`src/common/nvcs_pkg.sv`:
```
// Constants and types shared by the configuration selector
package nvcs_pkg;
    // ---------------------------------------------------------------
    // Timing
    // ---------------------------------------------------------------
    localparam int CLK_MHZ = 250;
    localparam real BUSY_TIME_MS = 3.6;
    localparam int unsigned BUSY_CYC =
        int'(BUSY_TIME_MS * 1000.0 * real'(CLK_MHZ));
    localparam int BUSY_W = 20;
    // ---------------------------------------------------------------
    // Register addresses and command fields
    // ---------------------------------------------------------------
    localparam logic [7:0] REG_BYTE0 = 8'h00;
    localparam logic [7:0] REG_BYTE1 = 8'h01;
    localparam logic [7:0] REG_BYTE2 = 8'h02;
    localparam logic [7:0] REG_BYTE3 = 8'h03;
    localparam logic [7:0] REG_EXT = 8'hff;
    localparam logic [4:0] CMD_PREFIX = 5'h1f;
    localparam logic [5:0] ADDR_HI_ZERO = 6'h00;
    // Slave address upper bits: value is arbitrary
    localparam logic [4:0] SLAVE_ADDR_HI = 5'h0d;
    // ---------------------------------------------------------------
    // Data layout and defaults
    // ---------------------------------------------------------------
    localparam int DATA_W = 6;
    localparam logic [1:0] READ_PAD = 2'h0;
    localparam logic [1:0] SEQ_MAX = 2'h2;
    localparam int SIDE_BIT = 2;
    localparam logic [5:0] BYTE_RESET = 6'h00;
    localparam logic [3:0] BITS_PER_BYTE = 4'h8;
    // ---------------------------------------------------------------
    // Enumerations
    // ---------------------------------------------------------------
    typedef enum logic [5:0] {
        ST_IDLE = 6'h01,
        ST_ADDR = 6'h02,
        ST_CMD = 6'h04,
        ST_WDATA = 6'h08,
        ST_READ = 6'h10,
        ST_IGNORE = 6'h20
    } nvcs_state_t;
    typedef enum logic [2:0] {
        OVR_PINS = 3'h1,
        OVR_BYTE = 3'h2,
        OVR_EXT = 3'h4
    } nvcs_ovr_t;
endpackage : nvcs_pkg

```
`src/common/nvcs_link_if.sv`:
```
// Byte-level link between the bit engine and the controller
`timescale 1ns/1ps
interface nvcs_link_if;
    logic start_p;
    logic stop_p;
    logic byte_p;
    logic rd_done_p;
    logic rd_nack;
    logic [7:0] rx_byte;
    logic ack_req;
    logic tx_en;
    logic [7:0] tx_byte;
    modport engine (output start_p, stop_p, byte_p, rd_done_p, rd_nack,
        rx_byte, input ack_req, tx_en, tx_byte);
    modport ctrl (input start_p, stop_p, byte_p, rd_done_p, rd_nack,
        rx_byte, output ack_req, tx_en, tx_byte);
endinterface : nvcs_link_if

```
`src/design/nvcs_bit_engine.sv`:
```
// Serial bit engine: start/stop detection, byte shift and acknowledge
`timescale 1ns/1ps
module nvcs_bit_engine
    import nvcs_pkg::*;
(
    input wire logic sys_clk,
    input wire logic rst,
    input wire logic scl_in,
    input wire logic sda_in,
    output logic sda_oe,
    nvcs_link_if.engine lnk
);
    typedef struct packed {
        logic scl_p;
        logic sda_p;
        logic busy;
        logic ackph;
        logic tx;
        logic drv;
        logic [3:0] cnt;
        logic [7:0] sh;
        logic start_p;
        logic stop_p;
        logic byte_p;
        logic rd_p;
        logic nack;
    } nvcs_eng_t;
    nvcs_eng_t q_r, q_nxt;
    always_comb begin
        q_nxt = q_r;
        q_nxt.scl_p = scl_in;
        q_nxt.sda_p = sda_in;
        q_nxt.start_p = 1'b0;
        q_nxt.stop_p = 1'b0;
        q_nxt.byte_p = 1'b0;
        q_nxt.rd_p = 1'b0;
        if (scl_in && q_r.scl_p && q_r.sda_p && !sda_in) begin
            q_nxt.busy = 1'b1;
            q_nxt.cnt = 4'h0;
            q_nxt.ackph = 1'b0;
            q_nxt.tx = 1'b0;
            q_nxt.drv = 1'b0;
            q_nxt.start_p = 1'b1;
        end else if (scl_in && q_r.scl_p && !q_r.sda_p && sda_in) begin
            q_nxt.busy = 1'b0;
            q_nxt.tx = 1'b0;
            q_nxt.drv = 1'b0;
            q_nxt.stop_p = 1'b1;
        end else if (q_r.busy && scl_in && !q_r.scl_p) begin
            if (q_r.cnt < BITS_PER_BYTE) begin
                q_nxt.cnt = 4'(q_r.cnt + 4'h1);
                if (!q_r.tx) begin
                    q_nxt.sh = {q_r.sh[6:0], sda_in};
                    q_nxt.byte_p = (q_r.cnt == 4'h7);
                end
            end else if (q_r.tx) begin
                q_nxt.rd_p = 1'b1;
                q_nxt.nack = sda_in;
            end
        end else if (q_r.busy && !scl_in && q_r.scl_p) begin
            if (!q_r.ackph && q_r.cnt == BITS_PER_BYTE) begin
                // Transmitter releases so the master can answer
                q_nxt.ackph = 1'b1;
                q_nxt.drv = !q_r.tx && lnk.ack_req;
            end else if (q_r.ackph) begin
                q_nxt.ackph = 1'b0;
                q_nxt.cnt = 4'h0;
                q_nxt.tx = lnk.tx_en;
                q_nxt.sh = lnk.tx_byte;
                q_nxt.drv = lnk.tx_en && !lnk.tx_byte[7];
            end else if (q_r.tx) begin
                q_nxt.sh = {q_r.sh[6:0], 1'b0};
                q_nxt.drv = !q_r.sh[6];
            end
        end
    end
    always_ff @(posedge sys_clk or posedge rst) begin
        if (rst) begin
            q_r <= '0;
        end else begin
            q_r <= q_nxt;
        end
    end
    assign sda_oe = q_r.drv;
    assign lnk.start_p = q_r.start_p;
    assign lnk.stop_p = q_r.stop_p;
    assign lnk.byte_p = q_r.byte_p;
    assign lnk.rd_done_p = q_r.rd_p;
    assign lnk.rd_nack = q_r.nack;
    assign lnk.rx_byte = q_r.sh;
endmodule : nvcs_bit_engine

```
`src/design/nvcs_store.sv`:
```
// Stored configuration bytes with commit and post-write busy timer
`timescale 1ns/1ps
module nvcs_store
    import nvcs_pkg::*;
#(
    parameter int unsigned BUSY_CYCLES = BUSY_CYC
)(
    input wire logic sys_clk,
    input wire logic rst,
    input wire logic wr_p,
    input wire logic [1:0] wr_idx,
    input wire logic [1:0] wr_cnt,
    input wire logic [5:0] wr_d0,
    input wire logic [5:0] wr_d1,
    output logic [3:0][5:0] mem,
    output logic busy
);
    typedef struct packed {
        logic [3:0][5:0] mem;
        logic [BUSY_W-1:0] timer;
    } nvcs_store_t;
    nvcs_store_t q_r, q_nxt;
    always_comb begin
        q_nxt = q_r;
        if (wr_p) begin
            q_nxt.mem[wr_idx] = wr_d0;
            if (wr_cnt == SEQ_MAX) begin
                q_nxt.mem[2'(wr_idx + 2'h1)] = wr_d1;
            end
            q_nxt.timer = BUSY_CYCLES[BUSY_W-1:0];
        end else if (q_r.timer != '0) begin
            q_nxt.timer = q_r.timer - 1'b1;
        end
    end
    always_ff @(posedge sys_clk or posedge rst) begin
        if (rst) begin
            q_r.mem <= {4{BYTE_RESET}};
            q_r.timer <= '0;
        end else begin
            q_r <= q_nxt;
        end
    end
    assign mem = q_r.mem;
    assign busy = (q_r.timer != '0);
endmodule : nvcs_store

```
`src/design/nvcs_top.sv`:
```
// Top of the configuration selector: command control and output choice
`timescale 1ns/1ps
module nvcs_top
    import nvcs_pkg::*;
#(
    parameter int unsigned BUSY_CYCLES = BUSY_CYC
)(
    input wire logic sys_clk,
    input wire logic rst,
    input wire logic scl_in,
    input wire logic sda_in,
    output logic sda_out,
    output logic sda_oe,
    input wire logic [1:0] addr_pin,
    input wire logic write_guard,
    input wire logic [5:0] ext_in,
    input wire logic [1:0] sel_pin,
    output logic [5:0] cfg_out_o,
    output logic [5:0] cfg_out_oe,
    output logic side_bit_output
);
    // ---------------------------------------------------------------
    // State
    // ---------------------------------------------------------------
    typedef struct packed {
        nvcs_state_t state;
        logic [7:0] cmd;
        logic [1:0] ptr;
        logic [1:0] base;
        logic [1:0] nbytes;
        logic [5:0] d0;
        logic [5:0] d1;
        logic reject;
        logic ack;
        logic tx_en;
        logic [7:0] tx_byte;
        logic wr_p;
        nvcs_ovr_t ovr;
        logic [1:0] byte_sel;
        logic [5:0] out;
        logic side;
    } nvcs_ctl_t;

    localparam nvcs_ctl_t CTL_RESET = '{
        state: ST_IDLE,
        cmd: REG_BYTE0,
        ptr: 2'h0,
        base: 2'h0,
        nbytes: 2'h0,
        d0: BYTE_RESET,
        d1: BYTE_RESET,
        reject: 1'b0,
        ack: 1'b0,
        tx_en: 1'b0,
        tx_byte: 8'h00,
        wr_p: 1'b0,
        ovr: OVR_PINS,
        byte_sel: 2'h0,
        out: BYTE_RESET,
        side: 1'b0
    };

    nvcs_ctl_t q_r, q_nxt;
    nvcs_link_if lnk ();
    logic [3:0][5:0] mem;
    logic nv_busy;
    logic pin_force;
    logic [5:0] src;

    // ---------------------------------------------------------------
    // Decoding helpers
    // ---------------------------------------------------------------
    function automatic logic is_loc(input logic [7:0] c);
        is_loc = (c[7:2] == ADDR_HI_ZERO);
    endfunction : is_loc

    function automatic logic is_mux(input logic [7:0] c);
        is_mux = (c[7:3] == CMD_PREFIX) && (c != REG_EXT);
    endfunction : is_mux

    // Read data depends on the last command stored, the pointer, the stored bytes and the external inputs
    function automatic logic [7:0] readback(
        input logic [7:0] c,
        input logic [1:0] p,
        input logic [3:0][5:0] m,
        input logic [5:0] e
    );
        if (c == REG_EXT) begin
            readback = {READ_PAD, e};
        end else if (is_loc(c)) begin
            readback = {READ_PAD, m[p]};
        end else begin
            readback = c;
        end
    endfunction : readback

    // ---------------------------------------------------------------
    // Next state
    // ---------------------------------------------------------------
    always_comb begin
        q_nxt = q_r;
        q_nxt.wr_p = 1'b0;
        if (lnk.start_p) begin
            q_nxt.state = ST_ADDR;
            q_nxt.reject = 1'b0;
            q_nxt.nbytes = 2'h0;
            q_nxt.tx_en = 1'b0;
            q_nxt.ack = 1'b0;
        end else if (lnk.stop_p) begin
            // Guard looked at again so a late change cannot slip in
            if (q_r.nbytes != 2'h0 && !q_r.reject && !write_guard) begin
                q_nxt.wr_p = 1'b1;
            end
            q_nxt.state = ST_IDLE;
            q_nxt.reject = 1'b1; // Count stays for the store; no recommit
            q_nxt.tx_en = 1'b0;
            q_nxt.ack = 1'b0;
        end else if (lnk.byte_p) begin
            q_nxt.ack = 1'b0;
            case (q_r.state)
                ST_ADDR: begin
                    if (lnk.rx_byte[7:1] == {SLAVE_ADDR_HI, addr_pin}
                        && !nv_busy) begin
                        q_nxt.ack = 1'b1;
                        if (lnk.rx_byte[0]) begin
                            q_nxt.state = ST_READ;
                            q_nxt.tx_en = 1'b1;
                            q_nxt.tx_byte = readback(q_r.cmd, q_r.ptr,
                                mem, ext_in);
                        end else begin
                            q_nxt.state = ST_CMD;
                        end
                    end else begin
                        q_nxt.state = ST_IGNORE;
                    end
                end
                ST_CMD: begin
                    if (is_loc(lnk.rx_byte)) begin
                        q_nxt.cmd = lnk.rx_byte;
                        q_nxt.ptr = lnk.rx_byte[1:0];
                        q_nxt.base = lnk.rx_byte[1:0];
                        q_nxt.ack = 1'b1;
                        q_nxt.state = ST_WDATA;
                    end else if (lnk.rx_byte == REG_EXT) begin
                        // Input readback code also hands choice to pins
                        q_nxt.cmd = lnk.rx_byte;
                        q_nxt.ovr = OVR_PINS;
                        q_nxt.ack = 1'b1;
                        q_nxt.state = ST_IGNORE;
                    end else if (is_mux(lnk.rx_byte)) begin
                        q_nxt.cmd = lnk.rx_byte;
                        q_nxt.ack = 1'b1;
                        q_nxt.state = ST_IGNORE;
                        casez (lnk.rx_byte[2:0])
                            3'b000: begin
                                q_nxt.ovr = OVR_BYTE;
                                q_nxt.byte_sel = 2'h0;
                            end
                            3'b100: begin
                                q_nxt.ovr = OVR_BYTE;
                                q_nxt.byte_sel = 2'h1;
                            end
                            3'b0?1: begin
                                q_nxt.ovr = OVR_BYTE;
                                q_nxt.byte_sel = 2'h2;
                            end
                            3'b1?1: begin
                                q_nxt.ovr = OVR_BYTE;
                                q_nxt.byte_sel = 2'h3;
                            end
                            3'b?10: begin
                                q_nxt.ovr = OVR_EXT;
                            end
                            default: begin
                                q_nxt.ovr = OVR_PINS;
                            end
                        endcase
                    end else begin
                        q_nxt.state = ST_IGNORE;
                    end
                end
                ST_WDATA: begin
                    if (write_guard) begin
                        q_nxt.reject = 1'b1;
                        q_nxt.state = ST_IGNORE;
                    end else if (q_r.nbytes == SEQ_MAX) begin
                        q_nxt.reject = 1'b1;
                        q_nxt.state = ST_IGNORE;
                    end else begin
                        // Bits 7:6 of write data are dropped
                        if (q_r.nbytes == 2'h0) begin
                            q_nxt.d0 = lnk.rx_byte[5:0];
                        end else begin
                            q_nxt.d1 = lnk.rx_byte[5:0];
                        end
                        q_nxt.nbytes = 2'(q_r.nbytes + 2'h1);
                        q_nxt.ptr = 2'(q_r.ptr + 2'h1);
                        q_nxt.ack = 1'b1;
                    end
                end
                default: begin
                    q_nxt.ack = 1'b0;
                end
            endcase
        end else if (lnk.rd_done_p && q_r.state == ST_READ) begin
            if (is_loc(q_r.cmd)) begin
                q_nxt.ptr = 2'(q_r.ptr + 2'h1);
            end
            q_nxt.tx_byte = readback(q_r.cmd, q_nxt.ptr, mem, ext_in);
            if (lnk.rd_nack) begin
                q_nxt.tx_en = 1'b0;
                q_nxt.state = ST_IGNORE;
            end
        end

        // Output source choice, every cycle
        if (q_r.ovr == OVR_PINS || pin_force) begin
            q_nxt.out = sel_pin[0] ? ext_in : mem[q_r.byte_sel];
        end else begin
            q_nxt.out = src;
        end
        // Side bit follows only while select 0 is low
        if (!sel_pin[0]) begin
            q_nxt.side = (q_r.byte_sel == 2'h1) ? mem[1][SIDE_BIT]
                : mem[0][SIDE_BIT];
        end
    end

    // ---------------------------------------------------------------
    // Command override source and pin override
    // ---------------------------------------------------------------
    // Select 1 only acts as override while byte 1 stays cleared
    assign pin_force = (mem[1] == BYTE_RESET) && sel_pin[1];
    assign src = (q_r.ovr == OVR_EXT) ? ext_in : mem[q_r.byte_sel];

    // ---------------------------------------------------------------
    // Registers
    // ---------------------------------------------------------------
    always_ff @(posedge sys_clk or posedge rst) begin
        if (rst) begin
            q_r <= CTL_RESET;
        end else begin
            q_r <= q_nxt;
        end
    end

    // ---------------------------------------------------------------
    // Link and pin outputs
    // ---------------------------------------------------------------
    assign lnk.ack_req = q_r.ack;
    assign lnk.tx_en = q_r.tx_en;
    assign lnk.tx_byte = q_r.tx_byte;
    assign sda_out = 1'b0;
    assign cfg_out_o = 6'h00;
    // Open drain: enable pulls the line low for a zero bit
    assign cfg_out_oe = ~q_r.out;
    assign side_bit_output = q_r.side;

    // ---------------------------------------------------------------
    // Leaf blocks
    // ---------------------------------------------------------------
    nvcs_bit_engine u_engine (
        .sys_clk(sys_clk),
        .rst(rst),
        .scl_in(scl_in),
        .sda_in(sda_in),
        .sda_oe(sda_oe),
        .lnk(lnk)
    );

    nvcs_store #(
        .BUSY_CYCLES(BUSY_CYCLES)
    ) u_store (
        .sys_clk(sys_clk),
        .rst(rst),
        .wr_p(q_r.wr_p),
        .wr_idx(q_r.base),
        .wr_cnt(q_r.nbytes),
        .wr_d0(q_r.d0),
        .wr_d1(q_r.d1),
        .mem(mem),
        .busy(nv_busy)
    );
endmodule : nvcs_top

```
`config.mk`:
```
export PLATFORM = sky130hd
export DESIGN_NAME = nvcs_top
export DESIGN_NICKNAME = d
export VERILOG_FILES = /design/src/common/nvcs_pkg.sv /design/src/common/nvcs_link_if.sv /design/src/design/nvcs_bit_engine.sv /design/src/design/nvcs_store.sv /design/src/design/nvcs_top.sv
export SDC_FILE = /design/constraint.sdc
export NUM_CORES = 1
export LEC_CHECK = 0
export ABC_AREA = 1
export BUFFER_PORTS_ARGS = -buffer_cell sky130_fd_sc_hd__buf_2
export CORE_MARGIN = 2
export CORE_UTILIZATION = 44
export DETAILED_ROUTE_END_ITERATION = 8
export GPL_TIMING_DRIVEN = 0
export HOLD_SLACK_MARGIN = 0.15
export PLACE_DENSITY = 0.71
export SLEW_MARGIN = 20
export SYNTH_ARGS = -nofsm -noshare
export SYNTH_HDL_FRONTEND = slang
export SYNTH_SLANG_ARGS = --single-unit
```
`constraint.sdc`:
```
create_clock -name sys_clk -period 9.6 [get_ports sys_clk]
set_input_delay 0.96 -clock sys_clk [delete_from_list [all_inputs] [get_ports sys_clk]]
set_output_delay 0.96 -clock sys_clk [all_outputs]
set_load 0.05 [all_outputs]
```
* Word level (Yosys, flattened, before mapping)
Cells that the tools add are included.
Storage, ports and cells: input port bits 15, register bits 123, memory bits (read-only) 0, bits in writable memories 0, output and inout port bits 15, bits in latches 0, memories kept 0, logic and storage cells 292
Cells by class: muxes and demuxes 112, div/mod/pow operators 0, eq/ne operators 43, $lt $le $gt $ge 8, multiply operators 0, reductions and logical operators 79, add/subtract/negate cells 5, bitwise gates (word level) 11, shift operators 0
Operator list (count):
- 6-bit 2-to-1 mux | 19
- 8-bit 2-to-1 mux | 10
- 14-bit 2-to-1 mux | 4
- 24-bit bitwise mux | 2
- 12-bit 2-to-1 mux | 4
- 20-bit 2-to-1 mux | 2
- 6-bit binary-select mux with 2-bit select | 3
- 9-bit 2-to-1 mux | 4
- 15-bit 2-to-1 mux | 2
- 5-bit 2-to-1 mux | 6
- 5-bit AND reduction | 6
- 2-bit 2-to-1 mux | 14
- 7-bit AND reduction | 4
- 6-bit demux with 2-bit select | 2
- 24-bit 2-to-1 mux | 1
- 3-bit nonzero test | 8
- 1-bit 2-to-1 mux | 23
- 1-bit logical AND | 20
- 20-bit nonzero test | 1
- 20-bit by 1-bit subtractor with 20-bit output, second input constant | 1
- 6-bit logical NOT | 3
- 3-bit 2-to-1 mux | 6
- 6-bit case mux with 3 select lines | 1
- 2-bit nonzero test | 9
- other kinds (47) | 103

* Logic depth before layout (Yosys ltp)
depth after elaboration 14, gate-level depth with buffers 12, depth with buffers taken out 12

* By module
A second synthesis with hierarchy kept.
Unflattened totals: cells, all modules 1005, area, all modules 7429.6 µm²
By module, submodules not included:
- nvcs_top | cells an instance 517, area each 3590.9 µm², seq. area each 1403.8 µm², instances 1
- nvcs_store | cells an instance 327, area each 2588.7 µm², seq. area each 1101.1 µm², instances 1
- nvcs_bit_engine | cells an instance 161, area each 1249.9 µm², seq. area each 575.6 µm², instances 1

* Least setup slack after synthesis
OpenSTA, ideal clock, no wires.
path kind input to register, start input port addr_pin[0], end register q_r (netlist bit lnk.tx_byte[0]), stages 9, library setup time 0.120 ns, path slack 7.614 ns, path buffers 1, data arrival time 1.866 ns, required time 9.480 ns, cell sequence xnor2_1 -> nand3_1 -> nor2_4 -> nand3_2 -> nand2_2 -> buf_6 -> nand2_1 -> inv_2 -> a21oi_1
Between the ends: word-level cells in the longest chain between the ends 4
Ends and longest elaborated chain:
- from (decl) | line nvcs_top.sv:14 | input wire logic [1:0] addr_pin,
- 7-bit by 6-bit == test with 1-bit output | line nvcs_top.sv:122 | if (lnk.rx_byte[7:1] == {SLAVE_ADDR_HI, addr_pin}
- 1-bit logical AND | line nvcs_top.sv:123 | && !nv_busy) begin
- 2-bit inequality test (no line)
- 6-bit AND reduction (no line)
- to (signal assigned) | line nvcs_top.sv:243 | q_r <= q_nxt;
- to (decl) | line nvcs_top.sv:63 | nvcs_ctl_t q_r, q_nxt;
Every way passes these cells. A chain may end at the register's enable or synchronous reset.

==> out/results.ini <==
[clock_tree]
ctsHtreeMaxLevel=4
cts_buffer_depth=2
clkLatencyLatePin_ns=0.43
cts_resized=0
numCtsBuffers=17
cts_sinks=123
postCtsHoldBufs=0
root_buffer=clkbuf_16
cts_tree=built
postCtsSetupBuffers=0
clk_pin_slew_ns=0.06

[synth]
ys_seq_elements=123
synth_top_area_share_pct=43.3
syn_avg_cell_area_um2=7.62
synth-seq-area-share_pct=44.1
synth_top_area_cell=dfrtp_1
synth.top_cells.by_area=dfrtp_1 43%, nand2_1 10%, inv_1 6.7%, nor2_1 4.6%, o21ai_0 4.4%
syn_inst=917
netlist_area_um2=6990
synth_cell_types=48
yosysWarnings=0

[die]
boundaryPins=30
die_y_um=130
start_util_pct=44.5
rows=46
die_w_um=130
die_area_um2=16900
core_area_um2=15700

[worst_hold_path]
whs_path_depth=1
hold_class=reg2reg

[cells_and_area]
syn_to_final_growth_pct=14.3
diodes=0
fin_area_um2=7980
fin_nets=984
fill_cells=1525
final_util_pct=50.8
drive_above_1_share_pct=12.8

[timing]
slew_violations=0
finalSetupViolCount=0
fmax_ghz=0.455
max_slew_margin_pct=61.2
fin_crit_sh_pct=22.9
tightestPinTransition_ns=0.582
whs_ns=0.457
tns_ns=0
min_period_ns=2.20
final_hold_viol_count=0
rsz0062_at_grt=no
fin_skew_ns=0.0114

[worst_setup_path]
reg2reg_depth=8
crit_fanout=10
start_kind=input pin
worstSetupPathType=in2reg
end_kind=flop
critPathArrivalTime_ns=2.55
crit_required_ns=9.95

[power_and_ir_drop]
p_int_w=0.000999
clockPowerShare_pct=43.4
swShare_pct=29.5
leakage_nw=3.82
power.switching_w=0.000418
comb_power_share_pct=14.4
p_per_area_nw_per_um2=178
ir_worst_vdd_mv=0.149
seqPwrFrac_pct=42.2

[global_routing]
gr-total-overflow=0
track_usage_pct=23.5
grt_pass1_vias=5907
grt_max_degree=77
antenna_found_initial=0
grt_pass1_wl_um=30500

[place]
dp_hpwl_um=13900
portBuffers=22
placed_area_um2=7420
gp_congestion=0.920

[drt]
first_pass_iters=6
drtIter0Drc=502
drc_errors=0
viasPerCell=5.46
vias=6518
postRouteAntennaNets=0
routed_wl_um=18700
wl_per_cell_um=15.7

[job]
drv_cap=0

[status]
outcome=finished, final reports clean

-- cell families after synthesis --
family,share of synthesized area (%)
AND/OR/NAND/NOR,26.1
XOR/XNOR,1.24
other,0.0537
adder cells (fa/ha/maj),0.716
AO/OA/AOI/OAI,18.2
buffers and inverters,9.60
flip-flops,44.1
-- area by class of cell --
type / count / area [um^2] / area share [%]
Tap cell: 216 / 270 / 3.39
Multi-Input combinational cell: 638 / 3260 / 40.8
Timing Repair Buffer: 23 / 138 / 1.72
Inverter: 132 / 500 / 6.27
Clock buffer: 20 / 437 / 5.47
Buffer: 30 / 175 / 2.19
Sequential cell: 123 / 3080 / 38.6
Clock inverter: 12 / 124 / 1.55
-- Yosys cell counts, drive strengths merged --
library cell and instances:
a211oi 5, a21oi 60, a22o 1, a22oi 23, a31oi 3, a41oi 1
buf 18, clkbuf 12, clkinv 1, conb 1, dfrtp 121, dfstp 2
ha 4, inv 131, nand2 195, nand3 59, nand3b 2, nand4 14
nor2 106, nor3 23, nor4 4, o211ai 10, o21ai 81, o221ai 1
o22ai 27, o31ai 2, o41ai 1, xnor2 4, xor2 5
-- worst max-delay path: stages --
cell	delay (ns)
buf_2	0.08
nand2_1	0.04
nor3_1	0.42
a21oi_1	0.15
o21ai_0	0.44
buf_2	0.29
nor2_1	0.06
a21oi_1	0.11
-- cell usage in the layout (no fill, tap or decap), types with 22 or more instances in the layout --
master / n
a22oi_1: 23
inv_1: 123
nor2_1: 85
o22ai_1: 27
nand3_1: 55
o21ai_0: 61
buf_2: 26
a21oi_1: 58
dfrtp_1: 121
nand2_1: 189
nor3_1: 22
-- layer usage --
metal  up-vias  part of all wire (%)  routed length, um  global-route usage, %
met4         0                   3.1                580                   10.6
met3        50                   7.7               1450                   5.08
met5         -                     0                  0                      0
li1       3150                     -                  -                      -
met2       260                    43               8040                   34.3
met1      3058                    46               8620                   33.5
-- through the flow --
stage	instances	total power, W	worst slack, ns
2_1_floorplan	923	0.000751	5.37
3_3_place_gp	1161	0.000804	3.92
3_5_place_dp	1162	0.000810	7.05
4_1_cts	1194	0.00142	7.49
5_1_grt	1194	0.00148	7.31
6_report	1194	0.00142	7.40
-- power by group through the flow --
stage	Combinational [W]	Clock, W	Sequential, W
floorplan	0.000154	0	0.000597
global placement	0.000199	0	0.000605
detailed placement	0.000205	0	0.000605
CTS	0.000205	0.000622	0.000596
global route	0.000232	0.000649	0.000602
finish	0.000204	0.000615	0.000598
-- worst paths after layout --
check / start / slack (ns) / endpoint
max reg2reg: u_store.mem[6] / 7.44 / q_r[2]
max in group asynchronous: rst / 8.30 / q_r[9]
min in group asynchronous: rst / 0.57 / u_store.q_r[19]
min reg2reg: q_r[23] / 0.46 / q_r[12]
min: q_r[23] / 0.46 / q_r[12]
max: sel_pin[1] / 7.40 / q_r[2]
-- registers in the layout (all words and copies together) (netlist names) --
name,flops
q_r,45
u_store.mem,24
u_store.q_r,20
u_engine.q_r,9
lnk.tx_byte,8
u_engine.lnk.rx_byte,8
lnk.ack_req,1
lnk.tx_en,1
side_bit_output,1
u_engine.lnk.byte_p,1
u_engine.lnk.rd_done_p,1
u_engine.lnk.rd_nack,1
u_engine.lnk.start_p,1
u_engine.lnk.stop_p,1
u_engine.sda_oe,1
(Power assumes the default switching activity.)
